==> config.mk <==
export PLATFORM = sky130hd
export DESIGN_NAME = output_channel_common_config
export DESIGN_NICKNAME = d
export VERILOG_FILES = /design/src/output_channel_common_config_pkg.sv /design/src/output_channel_common_config.sv
export VERILOG_INCLUDE_DIRS = /design/src
export SDC_FILE = /design/constraint.sdc
export NUM_CORES = 1
export LEC_CHECK = 0
export ABC_AREA = 1
export BUFFER_PORTS_ARGS = -buffer_cell sky130_fd_sc_hd__buf_2
export CAP_MARGIN = 20
export CORE_MARGIN = 1.5
export CORE_UTILIZATION = 45
export CTS_BUF_LIST = sky130_fd_sc_hd__clkbuf_2 sky130_fd_sc_hd__clkbuf_4 sky130_fd_sc_hd__clkbuf_8
export DETAILED_ROUTE_END_ITERATION = 6
export GPL_TIMING_DRIVEN = 0
export PLACE_DENSITY = 0.7
export SLEW_MARGIN = 10
export SYNTH_ARGS = -nofsm -noshare
export SYNTH_HDL_FRONTEND = slang
export SYNTH_SLANG_ARGS = --single-unit
==> constraint.sdc <==
create_clock -name core_clk -period 9.2 [get_ports core_clk]
set_clock_uncertainty 0.2 [all_clocks]
set_input_delay 1.84 -clock core_clk [delete_from_list [all_inputs] [get_ports core_clk]]
set_output_delay 1.84 -clock core_clk [all_outputs]
set_load 0.01 [all_outputs]
==> src/output_channel_common_config_consts.svh <==
`ifndef OUTPUT_CHANNEL_COMMON_CONFIG_CONSTS_SVH
`define OUTPUT_CHANNEL_COMMON_CONFIG_CONSTS_SVH

// register word addresses on the internal configuration port
`define OCC_ADDR_COMMON_CONTROL 7'h3B
`define OCC_ADDR_SPARE_A 7'h3C
`define OCC_ADDR_DIV_CLK_SEL 7'h3D
`define OCC_ADDR_SPARE_B 7'h3E
`define OCC_ADDR_SPARE_C 7'h3F
`define OCC_ADDR_DEBUG_SPARE 7'h42

// reset values
`define OCC_RST_COMMON_CONTROL 16'h0079
`define OCC_RST_SPARE_A 16'h0018
`define OCC_RST_DIV_CLK_SEL 16'h1500
`define OCC_RST_SPARE_B 16'h4210
`define OCC_RST_SPARE_C 16'h0210
`define OCC_RST_DEBUG_SPARE 16'h0200

// common control word fields
`define OCC_BIT_ALL_RESET 13
`define OCC_CM_INC_HI 12
`define OCC_CM_INC_LO 11
`define OCC_CM_DEC_HI 10
`define OCC_CM_DEC_LO 9
`define OCC_IBIAS_HI 8
`define OCC_IBIAS_LO 5
`define OCC_BIT_CMOS_FAST 4
`define OCC_REFCOPY_HI 2
`define OCC_REFCOPY_LO 1

// divider clock select: channel n sits at bit DIVSEL_BASE + n - 1
`define OCC_DIVSEL_BASE 4

// reference-copy drive codes
`define OCC_REFCOPY_OFF 2'h0
`define OCC_REFCOPY_FAST 2'h3

// tail current decode, microamps
`define OCC_IBIAS_CODE_350 4'hC
`define OCC_IBIAS_CODE_400 4'h8
`define OCC_IBIAS_CODE_450 4'h4
`define OCC_IBIAS_CODE_500 4'h0
`define OCC_IBIAS_CODE_550 4'h1
`define OCC_IBIAS_CODE_600 4'h2
`define OCC_IBIAS_CODE_650 4'h3
`define OCC_UA_350 10'h15E
`define OCC_UA_400 10'h190
`define OCC_UA_450 10'h1C2
`define OCC_UA_500 10'h1F4
`define OCC_UA_550 10'h226
`define OCC_UA_600 10'h258
`define OCC_UA_650 10'h28A
`define OCC_UA_NONE 10'h000

`endif

==> src/output_channel_common_config_pkg.sv <==
`default_nettype none

package output_channel_common_config_pkg;
    typedef logic [15:0] word_t;
    typedef logic [6:0] addr_t;
    typedef logic [9:0] microamp_t;
    localparam int unsigned NUM_REGS = 6;
endpackage

`default_nettype wire

==> src/output_channel_common_config.sv <==
`timescale 1ns/1ps
`default_nettype none
`include "output_channel_common_config_consts.svh"

module output_channel_common_config #(
    parameter int NUM_CHANNELS = 4
) (
    input wire logic core_clk, // register clock
    input wire logic sys_rst, // synchronous reset, active high
    input wire output_channel_common_config_pkg::addr_t reg_addr, // word address
    input wire output_channel_common_config_pkg::word_t reg_wdata, // write data
    input wire logic reg_wr, // write strobe, one cycle
    input wire logic reg_rd, // read strobe, one cycle
    output output_channel_common_config_pkg::word_t reg_rdata, // read data
    output logic reg_rvalid, // read data valid pulse
    output logic all_channel_reset, // hold all output channels in reset
    output logic [1:0] cm_trim_inc, // common-mode raise trim
    output logic [1:0] cm_trim_dec, // common-mode lower trim
    output logic [3:0] tail_current_trim, // tail current code
    output output_channel_common_config_pkg::microamp_t tail_current_ua, // decoded current
    output logic tail_current_valid, // code is a decodable value
    output logic channel_cmos_fast, // cmos drive for channels 1-4
    output logic reference_copy_output_enable, // reference copy on
    output logic reference_copy_output_fast, // reference copy fast drive
    output logic [NUM_CHANNELS-1:0] divider_clock_select // 1 direct, 0 integer divider
);

    localparam int NREG = output_channel_common_config_pkg::NUM_REGS;

    // only four fractional dividers exist behind the select bits
    if (NUM_CHANNELS < 1 || NUM_CHANNELS > 4) begin : g_bad_channels
        $error("NUM_CHANNELS must be 1 to 4");
    end

    localparam output_channel_common_config_pkg::addr_t REG_ADDR [NREG] = '{
        `OCC_ADDR_COMMON_CONTROL, `OCC_ADDR_SPARE_A, `OCC_ADDR_DIV_CLK_SEL,
        `OCC_ADDR_SPARE_B, `OCC_ADDR_SPARE_C, `OCC_ADDR_DEBUG_SPARE
    };
    localparam output_channel_common_config_pkg::word_t REG_RST [NREG] = '{
        `OCC_RST_COMMON_CONTROL, `OCC_RST_SPARE_A, `OCC_RST_DIV_CLK_SEL,
        `OCC_RST_SPARE_B, `OCC_RST_SPARE_C, `OCC_RST_DEBUG_SPARE
    };

    output_channel_common_config_pkg::word_t regs_r [NREG];
    logic [NREG-1:0] hit;

    genvar gi;
    generate
        for (gi = 0; gi < NREG; gi++) begin : g_reg
            assign hit[gi] = (reg_addr == REG_ADDR[gi]);
            always_ff @(posedge core_clk) begin
                if (sys_rst) begin
                    regs_r[gi] <= REG_RST[gi];
                end else if (reg_wr && hit[gi]) begin
                    regs_r[gi] <= reg_wdata;
                end
            end
        end
    endgenerate

    output_channel_common_config_pkg::word_t rdata_nxt;
    always_comb begin
        rdata_nxt = 16'h0000;
        for (int i = 0; i < NREG; i++) begin
            if (hit[i]) begin
                rdata_nxt = regs_r[i];
            end
        end
    end

    // read back; unmapped addresses read zero
    always_ff @(posedge core_clk) begin
        if (sys_rst) begin
            reg_rdata <= 16'h0000;
            reg_rvalid <= 1'b0;
        end else begin
            reg_rvalid <= reg_rd;
            if (reg_rd) begin
                reg_rdata <= rdata_nxt;
            end
        end
    end

    output_channel_common_config_pkg::word_t ctl;
    output_channel_common_config_pkg::word_t sel;
    assign ctl = regs_r[0];
    assign sel = regs_r[2];

    always_ff @(posedge core_clk) begin
        if (sys_rst) begin
            all_channel_reset <= 1'b0;
        end else begin
            all_channel_reset <= ctl[`OCC_BIT_ALL_RESET];
        end
    end

    // trims passed as written; exclusivity is software's to keep
    always_ff @(posedge core_clk) begin
        if (sys_rst) begin
            cm_trim_inc <= 2'h0;
            cm_trim_dec <= 2'h0;
        end else begin
            cm_trim_inc <= ctl[`OCC_CM_INC_HI:`OCC_CM_INC_LO];
            cm_trim_dec <= ctl[`OCC_CM_DEC_HI:`OCC_CM_DEC_LO];
        end
    end

    output_channel_common_config_pkg::microamp_t ua_nxt;
    always_comb begin
        unique case (ctl[`OCC_IBIAS_HI:`OCC_IBIAS_LO])
            `OCC_IBIAS_CODE_350: ua_nxt = `OCC_UA_350;
            `OCC_IBIAS_CODE_400: ua_nxt = `OCC_UA_400;
            `OCC_IBIAS_CODE_450: ua_nxt = `OCC_UA_450;
            `OCC_IBIAS_CODE_500: ua_nxt = `OCC_UA_500;
            `OCC_IBIAS_CODE_550: ua_nxt = `OCC_UA_550;
            `OCC_IBIAS_CODE_600: ua_nxt = `OCC_UA_600;
            `OCC_IBIAS_CODE_650: ua_nxt = `OCC_UA_650;
            // undefined codes leave the buffer current unspecified
            default: ua_nxt = `OCC_UA_NONE;
        endcase
    end

    always_ff @(posedge core_clk) begin
        if (sys_rst) begin
            tail_current_trim <= 4'h3;
            tail_current_ua <= `OCC_UA_650;
            tail_current_valid <= 1'b1;
        end else begin
            tail_current_trim <= ctl[`OCC_IBIAS_HI:`OCC_IBIAS_LO];
            tail_current_ua <= ua_nxt;
            tail_current_valid <= (ua_nxt != `OCC_UA_NONE);
        end
    end

    always_ff @(posedge core_clk) begin
        if (sys_rst) begin
            channel_cmos_fast <= 1'b1;
            reference_copy_output_enable <= 1'b0;
            reference_copy_output_fast <= 1'b0;
        end else begin
            channel_cmos_fast <= ctl[`OCC_BIT_CMOS_FAST];
            reference_copy_output_enable <=
                (ctl[`OCC_REFCOPY_HI:`OCC_REFCOPY_LO] != `OCC_REFCOPY_OFF);
            reference_copy_output_fast <=
                (ctl[`OCC_REFCOPY_HI:`OCC_REFCOPY_LO] == `OCC_REFCOPY_FAST);
        end
    end

    always_ff @(posedge core_clk) begin
        if (sys_rst) begin
            divider_clock_select <= '0;
        end else begin
            divider_clock_select <= sel[`OCC_DIVSEL_BASE +: NUM_CHANNELS];
        end
    end

endmodule // output_channel_common_config

`default_nettype wire

==> results.txt, run 1 <==
* Combined area of the multi-input logic cells: 1640 µm²
* Area grow syn2layout: 18.4%
- Die Area: 13700 µm²
* Largest area contributor in the synthesized netlist: edfxtp_1
* Antenna diodes: 0
- The die is 117 µm tall.
* Status: completed
* Top area cells in the synthesized netlist: edfxtp_1 49%, dfxtp_1 15%, nor2_1 8.1%
* Clock sink count: roughly 140
- DP HPWL: between 9 and 10 mm
* # fillers: ~1200
- Leaving out fill and tap cells, the most frequent cell in the layout is nor2_1.
- At the worst endpoint, the arrival time is 3.61 ns.
* Setup-violating endpoint count in the final report: 0
- Depth of the CTS H-tree: 4
- The synthesized netlist contains 30 unique library cells.
- Worst EP required: 9.08 ns
- Nets in the synthesized netlist: 635
* Top-level I/O count: 71
- The worst pin sits at a relative slew slack of 39.5%.
- Remaining antenna violation count: 0
- Cell at the root of the clock tree: clkbuf_8
* Number of setup buffers added after CTS: 0
- The detailed router placed 4423 vias in this run.
- After floorplanning, the core was sized to cover between 10000 and 15000 µm².
- The final hold violation count came to 0.
- Number of clock buffers inserted by TritonCTS: 17
- Using the TritonRoute via totals, the vias-per-cell ratio works out to roughly 5.0.
- Type of destination of the critical path: register
* Layout cells sized above 1: 20.6%
* First-pass GRT wire length: 21.3 mm
* Clock Path Buffers: 2
- Register Area: 3740 µm²
* Final routed wire length divided by cell count: 15.5 µm
* Detailed Route Iter0 Violations: 418
* Fraction of power consumed by the clock network: 43.5%
- Per report_power, the sequential group accounts for roughly half of the total.
- Startpoint type of the worst setup path: primary input
- In this run the cell area of the synthesized design comes to 5840 µm².
- Net load switching power: 305 µW
* Max-capacitance violation count: 0
* Detailed Route WL: 13.7 mm
- Dividing the synthesized area by the synthesized cell count gives slightly below 10 µm².
- Summed over all cells, the static leakage comes to about 0.0031 µW.
- Dividing total power by cell area gives a power density of 200 nW/µm².
- Placer congestion estimate: 0.898
* Final max-slew violation count: 0
- Clock tree from TritonCTS: yes
- Per report_power, the combinational group accounts for roughly 5.4% of the total.
- Share of the cycle needed by the critical path after routing: 40.5%
- Hold buffers post-CTS: 0
- The min-delay analysis places its worst path in the category register to register.
- After clock tree synthesis, the clock-pin slew on the worst setup and hold paths is about 0.09 ns.
* Floorplan row count: between 40 and 50
- # port buffers: 68
- Of the total power, the share spent switching nets is between 20% and 30%.
- Synthesis handed over a netlist of 608 instances.
- Across every metal layer, demand over resource in global routing totals 21.5%.
* Number of iterations in the first detailed-routing pass: 6
* Initial standard-cell utilization of the core: 46.3%
- Along the worst path, the maximum fanout reaches 16.
- The internal portion of the total power is 1070 µW.
- Top cell type's share of synthesized area: 49.4%
- Actual slew at the worst max-slew pin: 0.907 ns
* Maximum number of pins on one net before global-route repair: 17
- Fin nets: 723
* Synthesis Warnings: 0
- Total overflow reported by the global router: 0
* Die width: 117 µm
* Post-route cell area: roughly 7000 µm²
* VDD IR max: 0.116 mV
* Maximum frequency from static timing analysis: 0.268 GHz
* Post_cts resized: 0
* Crit Path Class: primary input to register
- The clock period could shrink to 3.73 ns.
- RSZ-0062 raised after global routing: no
* Post-synthesis sequential element count: 139
- Commonest non-fill, non-tap cells in the layout: 126 x nor2_1, 114 x nand2_1, 96 x edfxtp_1
* Remaining design rule violation count: 0
* Setup TNS Final: 0 ns
- Vias in the first global route: 4249
- Antenna violations before repair: 0
* Standard cell area after detailed placement: 6420 µm²
- Sequential elements use ~64% of the synthesized area.
* Clk_lat worst skew: 0.46 ns
## synthesized netlist by cell type
cell type,count
o21bai_1,4
conb_1,1
o21ai_1,4
nor2_1,126
nand2_1,114
buf_1,3
nand4_2,1
nand4_1,5
buf_2,8
o2111ai_1,1
clkinv_1,1
nor2_2,5
nand3_1,35
buf_6,6
o21ai_0,28
dfxtp_1,43
nor3_4,2
o211ai_1,2
nand2_4,2
nor3_2,4
nor3b_2,1
inv_2,6
nand2_2,2
a21oi_1,21
edfxtp_1,96
nor3_1,1
buf_4,3
nor2_4,2
clkbuf_1,5
inv_1,76
## metrics by stage
| stage | util, % | cells | setup slack, ns | hold slack, ns | total power [µW] |
|---|---|---|---|---|---|
| final | 54.8 | 881 | 5.47 | 0.242 | 1380 |
| after global routing | 54.8 | 881 | 5.36 | 0.268 | 1420 |
| after CTS | 54.8 | 881 | 5.49 | 0.250 | 1380 |
| after detailed placement | 50.9 | 849 | 5.01 | 0.245 | 793 |
| after global placement | 50.7 | 848 | 3.99 | 0.246 | 789 |
| after floorplan | - | 608 | 4.90 | 0.205 | 759 |
## cells by family after synthesis
group	synth area share (%)
flip-flops	64.1
AO/OA/AOI/OAI	5.47
buffers and inverters	8.08
other	0.0642
AND/OR/NAND/NOR	22.3
## power by group through the flow
stage	clock, µW	sequential (µW)	combinational, µW
6_report	600	705	74.1
5_1_grt	628	708	82.5
4_1_cts	605	705	74.5
3_5_place_dp	0	719	74.0
3_3_place_gp	0	719	70.7
2_1_floorplan	0	722	37.0
## sequential cells by signal, indices dropped and copies added, names as in the netlist
signal and cells:
regs_r 96, tail_current_ua 9, tail_current_trim 4, reference_copy_output_fast 1, channel_cmos_fast 1, all_channel_reset 1
reg_rvalid 1, tail_current_valid 1, divider_clock_select 4, reg_rdata 16, cm_trim_inc 2, cm_trim_dec 2
reference_copy_output_enable 1
## layer usage
layer | global-route usage (%) | up-vias | routed length, µm
met5 | 0 | - | 0
met4 | 8.51 | 0 | 306
met3 | 5.46 | 28 | 926
met2 | 35.6 | 178 | 6750
met1 | 27.1 | 2084 | 5690
li1 | - | 2133 | -
## final timing paths
| path | start | depth (start not counted) | to | slack, ns |
|---|---|---|---|---|
| min | regs_r[0][4]$_SDFFCE_PN1P_ | 2 | channel_cmos_fast$_SDFF_PP1_ | 0.24 |
| max | reg_addr[0] | 7 | regs_r[2][20]$_SDFFCE_PN0P_ | 5.47 |
| min reg2reg | regs_r[0][4]$_SDFFCE_PN1P_ | 2 | channel_cmos_fast$_SDFF_PP1_ | 0.24 |
| max reg2reg | regs_r[0][6]$_SDFFCE_PN1P_ | 6 | reg_rdata[6]$_SDFFE_PP0P_ | 7.74 |
## area by class of cell
| class | instances | share of cell area [%] |
|---|---|---|
| flip-flops and latches | 139 | 54.2 |
| multi-input cells | 361 | 23.7 |
| repair buffers | 69 | 5.09 |
| inverters | 83 | 4.51 |
| clock buffers | 18 | 3.59 |
| clock inverters | 14 | 3.53 |
| well taps | 172 | 3.11 |
| plain buffers | 25 | 2.32 |
## worst max-delay path, cell delays in order
cell and delay (ns):
buf_2 0.13, inv_1 0.12, nand2_1 0.11, nor3_4 0.29, nand2_4 0.15, buf_2 0.23, o21ai_2 0.71
(Power assumes the default switching activity.)
==> run 2: changes to the inputs <==
--- a/config.mk
+++ b/config.mk
@@ -14,7 +14,7 @@
 export CTS_BUF_LIST = sky130_fd_sc_hd__clkbuf_2 sky130_fd_sc_hd__clkbuf_4 sky130_fd_sc_hd__clkbuf_8
 export DETAILED_ROUTE_END_ITERATION = 6
 export GPL_TIMING_DRIVEN = 0
-export PLACE_DENSITY = 0.7
+export PLACE_DENSITY = 0.73
 export SLEW_MARGIN = 10
 export SYNTH_ARGS = -nofsm -noshare
 export SYNTH_HDL_FRONTEND = slang
==> constraint.sdc (replaced) <==
create_clock -name core_clk -period 3.3 [get_ports core_clk]
set_clock_uncertainty 0.2 [all_clocks]
set_input_delay 0.66 -clock core_clk [delete_from_list [all_inputs] [get_ports core_clk]]
set_output_delay 0.66 -clock core_clk [all_outputs]
set_load 0.01 [all_outputs]
==> results.txt, run 2 (synthesis results as in run 1) <==
- Status: finished with violations
* Failing checks: DRC
- The flip-flop count of the largest register after layout is 96 (unchanged).
- Clk_lat worst skew: 0.43 ns (-0.03 ns)
* Average vias per placed instance: 5.02 (about the same)
* Floorplan row count: 41 (unchanged)
- Detailed Route Iter0 Violations: 419 (+0.24%)
- Antenna violations before repair: 0 (unchanged)
- The number of buffers created by CTS is 17 (unchanged).
- The count of pins on the block boundary is 71 (unchanged).
* Top metal layer carrying routed signals: met4
- The number of global-route vias before repair was 4182 (-1.6%).
* Type of destination of the critical path: register
- Crit path max-delay cell type: o21ai_2
- The final instance count without filler cells was 880 (-0.11%).
- Wire length on met3: 949 µm (+2.5%)
- Final critical-path setup slack: 0.735 ns (-4.74 ns)
- The number of buffers inserted by hold repair at cts is 0 (unchanged).
- The setup-violating endpoint count in the final report was 0 (unchanged).
- Maximum number of pins on one net before global-route repair: 17 (unchanged)
* Placer congestion estimate: 0.867 (-3.4%)
* Initial standard-cell utilization of the core: 46.3% (unchanged)
* Worst Path Arrival: 2.43 ns (-1.18 ns)
- The clock period could shrink to approximately 2.6 ns.
* Pleak: 0.00302 µW (-1.1%)
- The power density of the placed cells was 534 nW/µm² (+170%).
* Antenna diodes: 0 (unchanged)
- The number of buffer and inverter stages on the critical path is 3 (unchanged).
* Final routed wire length divided by cell count: 15.4 µm (-0.58%)
- Kind of cell with the highest combined delay on the critical path: compound AO/OA/AOI/OAI gates
- The final net count is 722 (-0.14%).
* Detailed Route WL: 13.6 mm (-0.69%)
- Most common cell after layout, fill and taps aside: nor2_1
- The cell that appears most often on the critical path is buf_2.
- The total power consumption of the routed design is 3650 µW (+160%).
- The area of all placed cells without fillers is 6840 µm² (-1.0%).
- The post-detailed-route count of antenna-violating nets came to 0 (unchanged).
- The data required time at the worst endpoint came to 3.16 ns (-5.92 ns).
- Number of setup buffers added after CTS: 0 (unchanged)
* Relative slew slack: 37.5% (-2.0 points)
* Depth of the CTS H-tree: 4 (unchanged)
- Setup repair after global routing left no endpoint under its margin.
- The worst setup path is launched from a primary input.
* Largest regs: regs_r x96, reg_rdata x16, tail_current_ua x9
- Post-Place Cells: 848 (-0.12%)
* Post-place setup slack: 0.294 ns (-4.72 ns)
- Layout cells sized above 1: 20.3% (-0.25 points)
- TritonCTS built the clock tree.
- The CTS clock-pin slew for the worst setup and hold paths is 0.08 ns (about the same).
- Placeable core area: 12600 µm² (unchanged)
- The final hold violation count was 0 (unchanged).
* Number of vias after detailed routing: 4418 (-0.11%)
- The quantity of I/O buffers inserted on ports is 68 (unchanged).
* Cell at the root of the clock tree: clkbuf_8
- Actual slew at the worst max-slew pin: 0.937 ns (+0.0299 ns)
- Leaving out fill and tap cells, the most frequent cells in the layout are 126 x nor2_1, 114 x nand2_1, 96 x edfxtp_1.
- Total overflow reported by the global router: 0 (unchanged)
- Sequence of cells on the critical path: buf_2, inv_1, nand2_1, nor3_4, nand2_4, buf_2, o21ai_2
- Standard cell area after detailed placement: 6410 µm² (-0.12%)
- Die Area: 13700 µm² (unchanged)
* Die width: 117 µm (unchanged)
* Crit Path Class: primary input to register
- The count of cells resized by post-cts repair came to 0 (unchanged).
- Remaining design rule violation count: 3 (+3)
* Share of the cycle needed by the critical path after routing: 77.7%
* Clock sink count: 139 (unchanged)
- Met2 Wirelength: 6.80 mm (+0.73%)
- Clock Path Buffers: 2 (unchanged)
- Relative to the synthesized area, the layout overhead comes to 17.2%.
- The number of pins exceeding their max-slew limit in the final report is 0 (unchanged).
* Global routing usage summed across all routing layers: 21.1% (-0.40 points)
- regs_r holds more flip-flops than any other register.
* DP HPWL: 9.76 mm (-1.7%)
- First-pass GRT wire length: 20.8 mm (-2.2%)
* Worst min-delay path class: register to register
- VDD IR max: 0.319 mV (+170%)
- Worst hold slack after final layout: 0.264 ns (+0.0220 ns)
- The vertical die dimension is 117 µm (unchanged).
- The largest stage delay on the critical path is 0.70 ns (about the same).
- CP max FO: 16 (unchanged)
* Met1 Wirelength: 5.51 mm (-3.2%)
- Maximum frequency from static timing analysis: 0.390 GHz
- Number of iterations in the first detailed-routing pass: 7 (+1)
- Max-capacitance violation count: 0 (unchanged)
run 2: area by class of cell:
class	instances	area, µm²
Sequential cell	139	3740
Buffer	25	160
Clock inverter	13	174
Multi-Input combinational cell	361	1640
Timing Repair Buffer	68	340
Fill cell	1127	5780
Inverter	83	312
Clock buffer	19	255
Tap cell	172	215
run 2: worst register-to-register path, cell delays in order (launching register included):
cell,delay [ns]
edfxtp_1,0.45
inv_1,0.16
o21ai_0,0.13
a21oi_1,0.22
nand4_1,0.13
nand2_1,0.08
inv_1,0.03
run 2: per-stage QoR:
step	setup TNS (ns)	util, %
finish	0	54.2
CTS	0	54.2
floorplan	0	-
global route	0	54.2
detailed placement	0	50.8
global placement	-29.95	50.7
run 2: per-layer routing:
metal,vias to the layer above,global-route usage [%]
li1,2139,-
met4,0,8.11
met5,-,0
met2,191,36.1
met3,30,4.79
met1,2058,26.2
run 2: path summary, 6_finish.rpt:
kind                              start                           end  slack, ns  depth (start not counted)
max reg2reg  regs_r[0][5]$_SDFFCE_PN1P_     reg_rdata[5]$_SDFFE_PP0P_       1.80                          6
max                         reg_addr[0]   regs_r[2][19]$_SDFFCE_PN0P_       0.73                          7
min          regs_r[0][4]$_SDFFCE_PN1P_  channel_cmos_fast$_SDFF_PP1_       0.26                          2
min reg2reg  regs_r[0][4]$_SDFFCE_PN1P_  channel_cmos_fast$_SDFF_PP1_       0.26                          2
run 2: power by group:
part           leakage (µW)  total [µW]  internal [µW]  switching [µW]
Clock              0.000212        1480            843             637
Combinational       0.00153         203           55.4             148
Sequential          0.00128        1970           1940            25.0
Total               0.00302        3650           2840             810
==> run 3: changes to the inputs <==
--- a/config.mk
+++ b/config.mk
@@ -6,7 +6,7 @@
 export SDC_FILE = /design/constraint.sdc
 export NUM_CORES = 1
 export LEC_CHECK = 0
-export ABC_AREA = 1
+export ABC_AREA = 0
 export BUFFER_PORTS_ARGS = -buffer_cell sky130_fd_sc_hd__buf_2
 export CAP_MARGIN = 20
 export CORE_MARGIN = 1.5
@@ -14,7 +14,7 @@
 export CTS_BUF_LIST = sky130_fd_sc_hd__clkbuf_2 sky130_fd_sc_hd__clkbuf_4 sky130_fd_sc_hd__clkbuf_8
 export DETAILED_ROUTE_END_ITERATION = 6
 export GPL_TIMING_DRIVEN = 0
-export PLACE_DENSITY = 0.73
+export PLACE_DENSITY = 0.7
 export SLEW_MARGIN = 10
 export SYNTH_ARGS = -nofsm -noshare
 export SYNTH_HDL_FRONTEND = slang
==> constraint.sdc (replaced) <==
create_clock -name core_clk -period 2.5 [get_ports core_clk]
set_clock_uncertainty 0.2 [all_clocks]
set_input_delay 0.5 -clock core_clk [delete_from_list [all_inputs] [get_ports core_clk]]
set_output_delay 0.5 -clock core_clk [all_outputs]
set_load 0.01 [all_outputs]
==> results.txt, run 3 <==
- The mux share of post-synthesis cell area came to 0.560% (+0.56 points).
- The switching part of the total was 22.2% (+0.062 points).
* Number of iterations in the first detailed-routing pass: 5 (-2)
* Max-capacitance violation count: 0 (unchanged)
- First-pass GRT wire length: 22.9 mm (+10%)
- The worst setup path is captured at a register.
- The signal on the critical path passes through buf_2, nand4bb_1, nor4_2, clkbuf_1, a21o_2.
* VDD IR max: 0.462 mV (+45%)
* Buffers plus inverters on the worst setup path: 2 (-1)
- The worst reg-to-reg path cell count is 4 (-2).
- Vias in the first global route: 4325 (+3.4%)
* Status: completed
- Most common cell after layout, fill and taps aside: edfxtp_1
* RSZ-0062 raised after global routing: no
- The peak fanout along the critical path came to 16 (unchanged).
- Cell Area, Synth: 6040 µm² (+3.4%)
- The standard-cell row count is 42 (+2.4%).
* Detailed Route WL: 14.9 mm (+9.4%)
- Detailed Route Iter0 Violations: 302 (-28%)
- The number of enable flip-flop cells after synthesis was 96 (unchanged).
- Fin nets: 610 (-16%)
- By instance count, the leading cell after synthesis is edfxtp_1.
* Setup-violating endpoint count in the final report: 0 (unchanged)
- The H-tree depth came to 4 (unchanged).
- The die footprint came to 14100 µm² (+3.3%).
- Cells after synthesis: 496 (-18%)
- Depth of the critical timing path with buffers and inverters included: 5 (-2)
- The number of buffers added for setup after CTS was 0 (unchanged).
- Worst Path Arrival: 2.23 ns (-0.20 ns)
* Area grow syn2layout: 16.5%
- The share of synthesized cell area in full adder, half adder and majority cells is 0% (unchanged).
- The count of cells along the worst hold path is 2 (unchanged).
* Combinational share of power: 7.1% (+1.5 points)
* Clk_lat worst skew: 0.45 ns (+0.02 ns)
- The register-to-register setup slack is 0.78 ns (-1.02 ns).
* Synth cell count leaders: 96 x edfxtp_1, 80 x and2_1, 43 x dfxtp_1, 38 x a21oi_1, 25 x nor2_1
- Hold Crit Start: reg_wdata[4]
- For hold timing, the worst endpoint is regs_r[0][4]$_SDFFCE_PN1P_.
* Placeable core area: 13200 µm² (+4.5%)
- Register Area: 3740 µm² (unchanged)
- Initial standard-cell utilization of the core: 45.8% (-0.48 points)
- Fraction of power consumed by the clock network: 39.5% (-1.0 points)
* Antenna violations before repair: 0 (unchanged)
- Derived from the worst setup path, the maximum achievable clock frequency is 0.429 GHz.
* Pleak: 0.00267 µW (-12%)
- Global routing usage summed across all routing layers: 21.8% (+0.74 points)
* Final cell utilization of the core: 53.3% (-0.87 points)
* Combined area of the multi-input logic cells: 2070 µm² (+26%)
- Crit Path Class: primary input to register
* Terminus of the critical flop-to-flop path: reg_rdata[7]$_SDFFE_PP0P_
- Remaining design rule violation count: 0 (-3)
* Clock Path Buffers: 2 (unchanged)
- The average wire per standard cell was 19.2 µm (+25%).
- Number of clock buffers inserted by TritonCTS: 17 (unchanged)
* Placer congestion estimate: 0.814 (-6.1%)
- Startpoint type of the worst setup path: primary input
- In this design, the largest share of critical-path delay is due to buffers and inverters.
- Die width: 119 µm (+1.7%)
- The fraction of synthesis flops using an asynchronous set or reset pin is 0% (unchanged).
* Worst hold slack after final layout: 0.202 ns (-0.0620 ns)
* Largest register FFs: 96 (unchanged)
- The worst path needs between 2 and 2.5 ns of the cycle, external delays included.
- The final hold violation count is 0 (unchanged).
- The residual overflow from global routing is 0 (unchanged).
- The total number of vias is 4345 (-1.7%).
- Cell at the root of the clock tree: clkbuf_8
- Synthesis Warnings: 0 (unchanged)
- Top area cells in the synthesized netlist: edfxtp_1 48%, dfxtp_1 14%, and2_1 8.3%
* Layout cells sized above 1: 24.0% (+3.7 points)
* Seq/Total Area, Yosys: 62.0% (-2.1 points)
* Proportion of power drawn by flip-flops and latches: 53.4% (-0.5 points)
- The biggest area contributor in the post-synthesis netlist is edfxtp_1.
- The post-synthesis compound-gate area fraction came to 13.6% (+8.1 points).
* Mean instance size in the synthesized netlist: 12.2 µm² (+27%)
- Final max-slew violation count: 0 (unchanged)
- The count of unique library cells instantiated by Yosys is 47 (+57%).
* Power per cell area: 692 nW/µm² (+30%)
- # fillers: 1166 (+3.5%)
- Crit path largest cell delay: 0.50 ns (-0.20 ns)
* Share of the cycle needed by the critical path after routing: 93.3%
- The largest registers in the layout are regs_r x96, reg_rdata x16, tail_current_ua x9.
- Maximum number of pins on one net before global-route repair: 20 (+3)
* Post-synthesis sequential element count: 139 (unchanged)
- Clock tree from TritonCTS: yes
- In this run the worst hold path is classified as primary input to register.
- The internal portion of total power was 3780 µW (+33%).
* # port buffers: 69 (+1.5%)
* Largest family of logic cells by synthesized area: simple AND/OR/NAND/NOR gates
- The detailed-route vias per instance came to 5.63 (+12%).
* Vertical die dimension: 119 µm (+1.7%)
- Actual slew at the worst max-slew pin: 0.932 ns (-0.00520 ns)
- Post-CTS clock slew at the launch and capture registers of the worst setup and hold paths: 0.08 ns (about the same)
* Remaining antenna violation count: 0 (unchanged)
- DP HPWL: 10.6 mm (+9.0%)
- Largest register by flop count: regs_r
- Clock sink count: 139 (unchanged)
- Antenna diodes: 0 (unchanged)
- Crit path max-delay cell type: clkbuf_1
- Relative slew slack: 37.8% (+0.31 points)
* FF-to-FF Start: regs_r[0][7]$_SDFFCE_PN0P_
- The most used flip-flop cell after synthesis is edfxtp_1.
- Commonest non-fill, non-tap cells in the layout: 96 x edfxtp_1, 80 x and2_1, 75 x buf_2
* Nets in the synthesized netlist: 523 (-18%)
* Worst EP required: 2.40 ns (-0.76 ns)
- Fraction of the mapped netlist area in simple logic gates: 19.9% (-2.4 points)
- Top-level I/O count: 71 (unchanged)
* Area share of xor/xnor cells in the synthesized design: 0% (unchanged)
- Top cell type's share of synthesized area: 47.8% (-1.6 points)
* Net load switching power: 1080 µW (+34%)
## run 3: timing repair
action	4_1_cts	5_1_grt
endpoints found under the setup margin	64	5
hold buffers	0	0
gates cloned	0	0
gates resized for setup	2	2
## run 3: routing by layer
metal	part of all wire, %	routed length, µm	up-vias	track usage, %
li1	-	-	1994	-
met1	41	6130	2126	26.6
met2	50	7370	184	36.8
met3	5.7	848	41	5.08
met4	3.4	500	0	10.2
met5	0	0	-	0
## run 3: area by class of cell
| type | instances | share of cell area [%] |
|---|---|---|
| inverters | 15 | 0.800 |
| clock inverters | 8 | 1.64 |
| well taps | 176 | 3.13 |
| flip-flops and latches | 139 | 53.2 |
| clock buffers | 24 | 4.34 |
| multi-input cells | 305 | 29.4 |
| repair buffers | 69 | 4.91 |
| plain buffers | 36 | 2.54 |
## run 3: cell families after synthesis
| family | after synthesis |
|---|---|
| DFF | 139 |
| buffers and inverters | 52 |
| AOI/OAI and AO/OA | 111 |
| muxes | 3 |
| other | 1 |
| and+or+nand+nor | 190 |
## run 3: how the worst max path moves through the flow
stage,end,from
after global routing,regs_r[2][28]$_SDFFCE_PN0P_,reg_addr[1]
after detailed placement,regs_r[2][14]$_SDFFCE_PN0P_,sys_rst
after global placement,regs_r[1][5]$_SDFFCE_PN0P_,sys_rst
final,regs_r[2][28]$_SDFFCE_PN0P_,reg_addr[2]
after CTS,regs_r[2][28]$_SDFFCE_PN0P_,reg_addr[2]
after floorplan,regs_r[0][16]$_SDFFCE_PN0P_,reg_addr[6]
## run 3: power by group through the flow
stage / sequential, µW / combinational [µW] / clock [µW]
2_1_floorplan: 2650 / 187 / 0
3_5_place_dp: 2650 / 349 / 0
5_1_grt: 2610 / 377 / 2030
4_1_cts: 2600 / 348 / 1940
3_3_place_gp: 2640 / 338 / 0
6_report: 2600 / 347 / 1920
## run 3: stage by stage
stage	setup WS, ns	std cells	TNS, ns	total power [µW]	cell area [µm²]
after floorplan	-0.0403	496	-1.29	2840	6040
after detailed placement	-0.624	741	-43.00	3000	6610
after CTS	0.138	772	0	4880	7030
after global placement	-0.788	741	-54.25	2980	6600
final	0.167	772	0	4870	7030
after global routing	0.0591	772	0	5020	7030
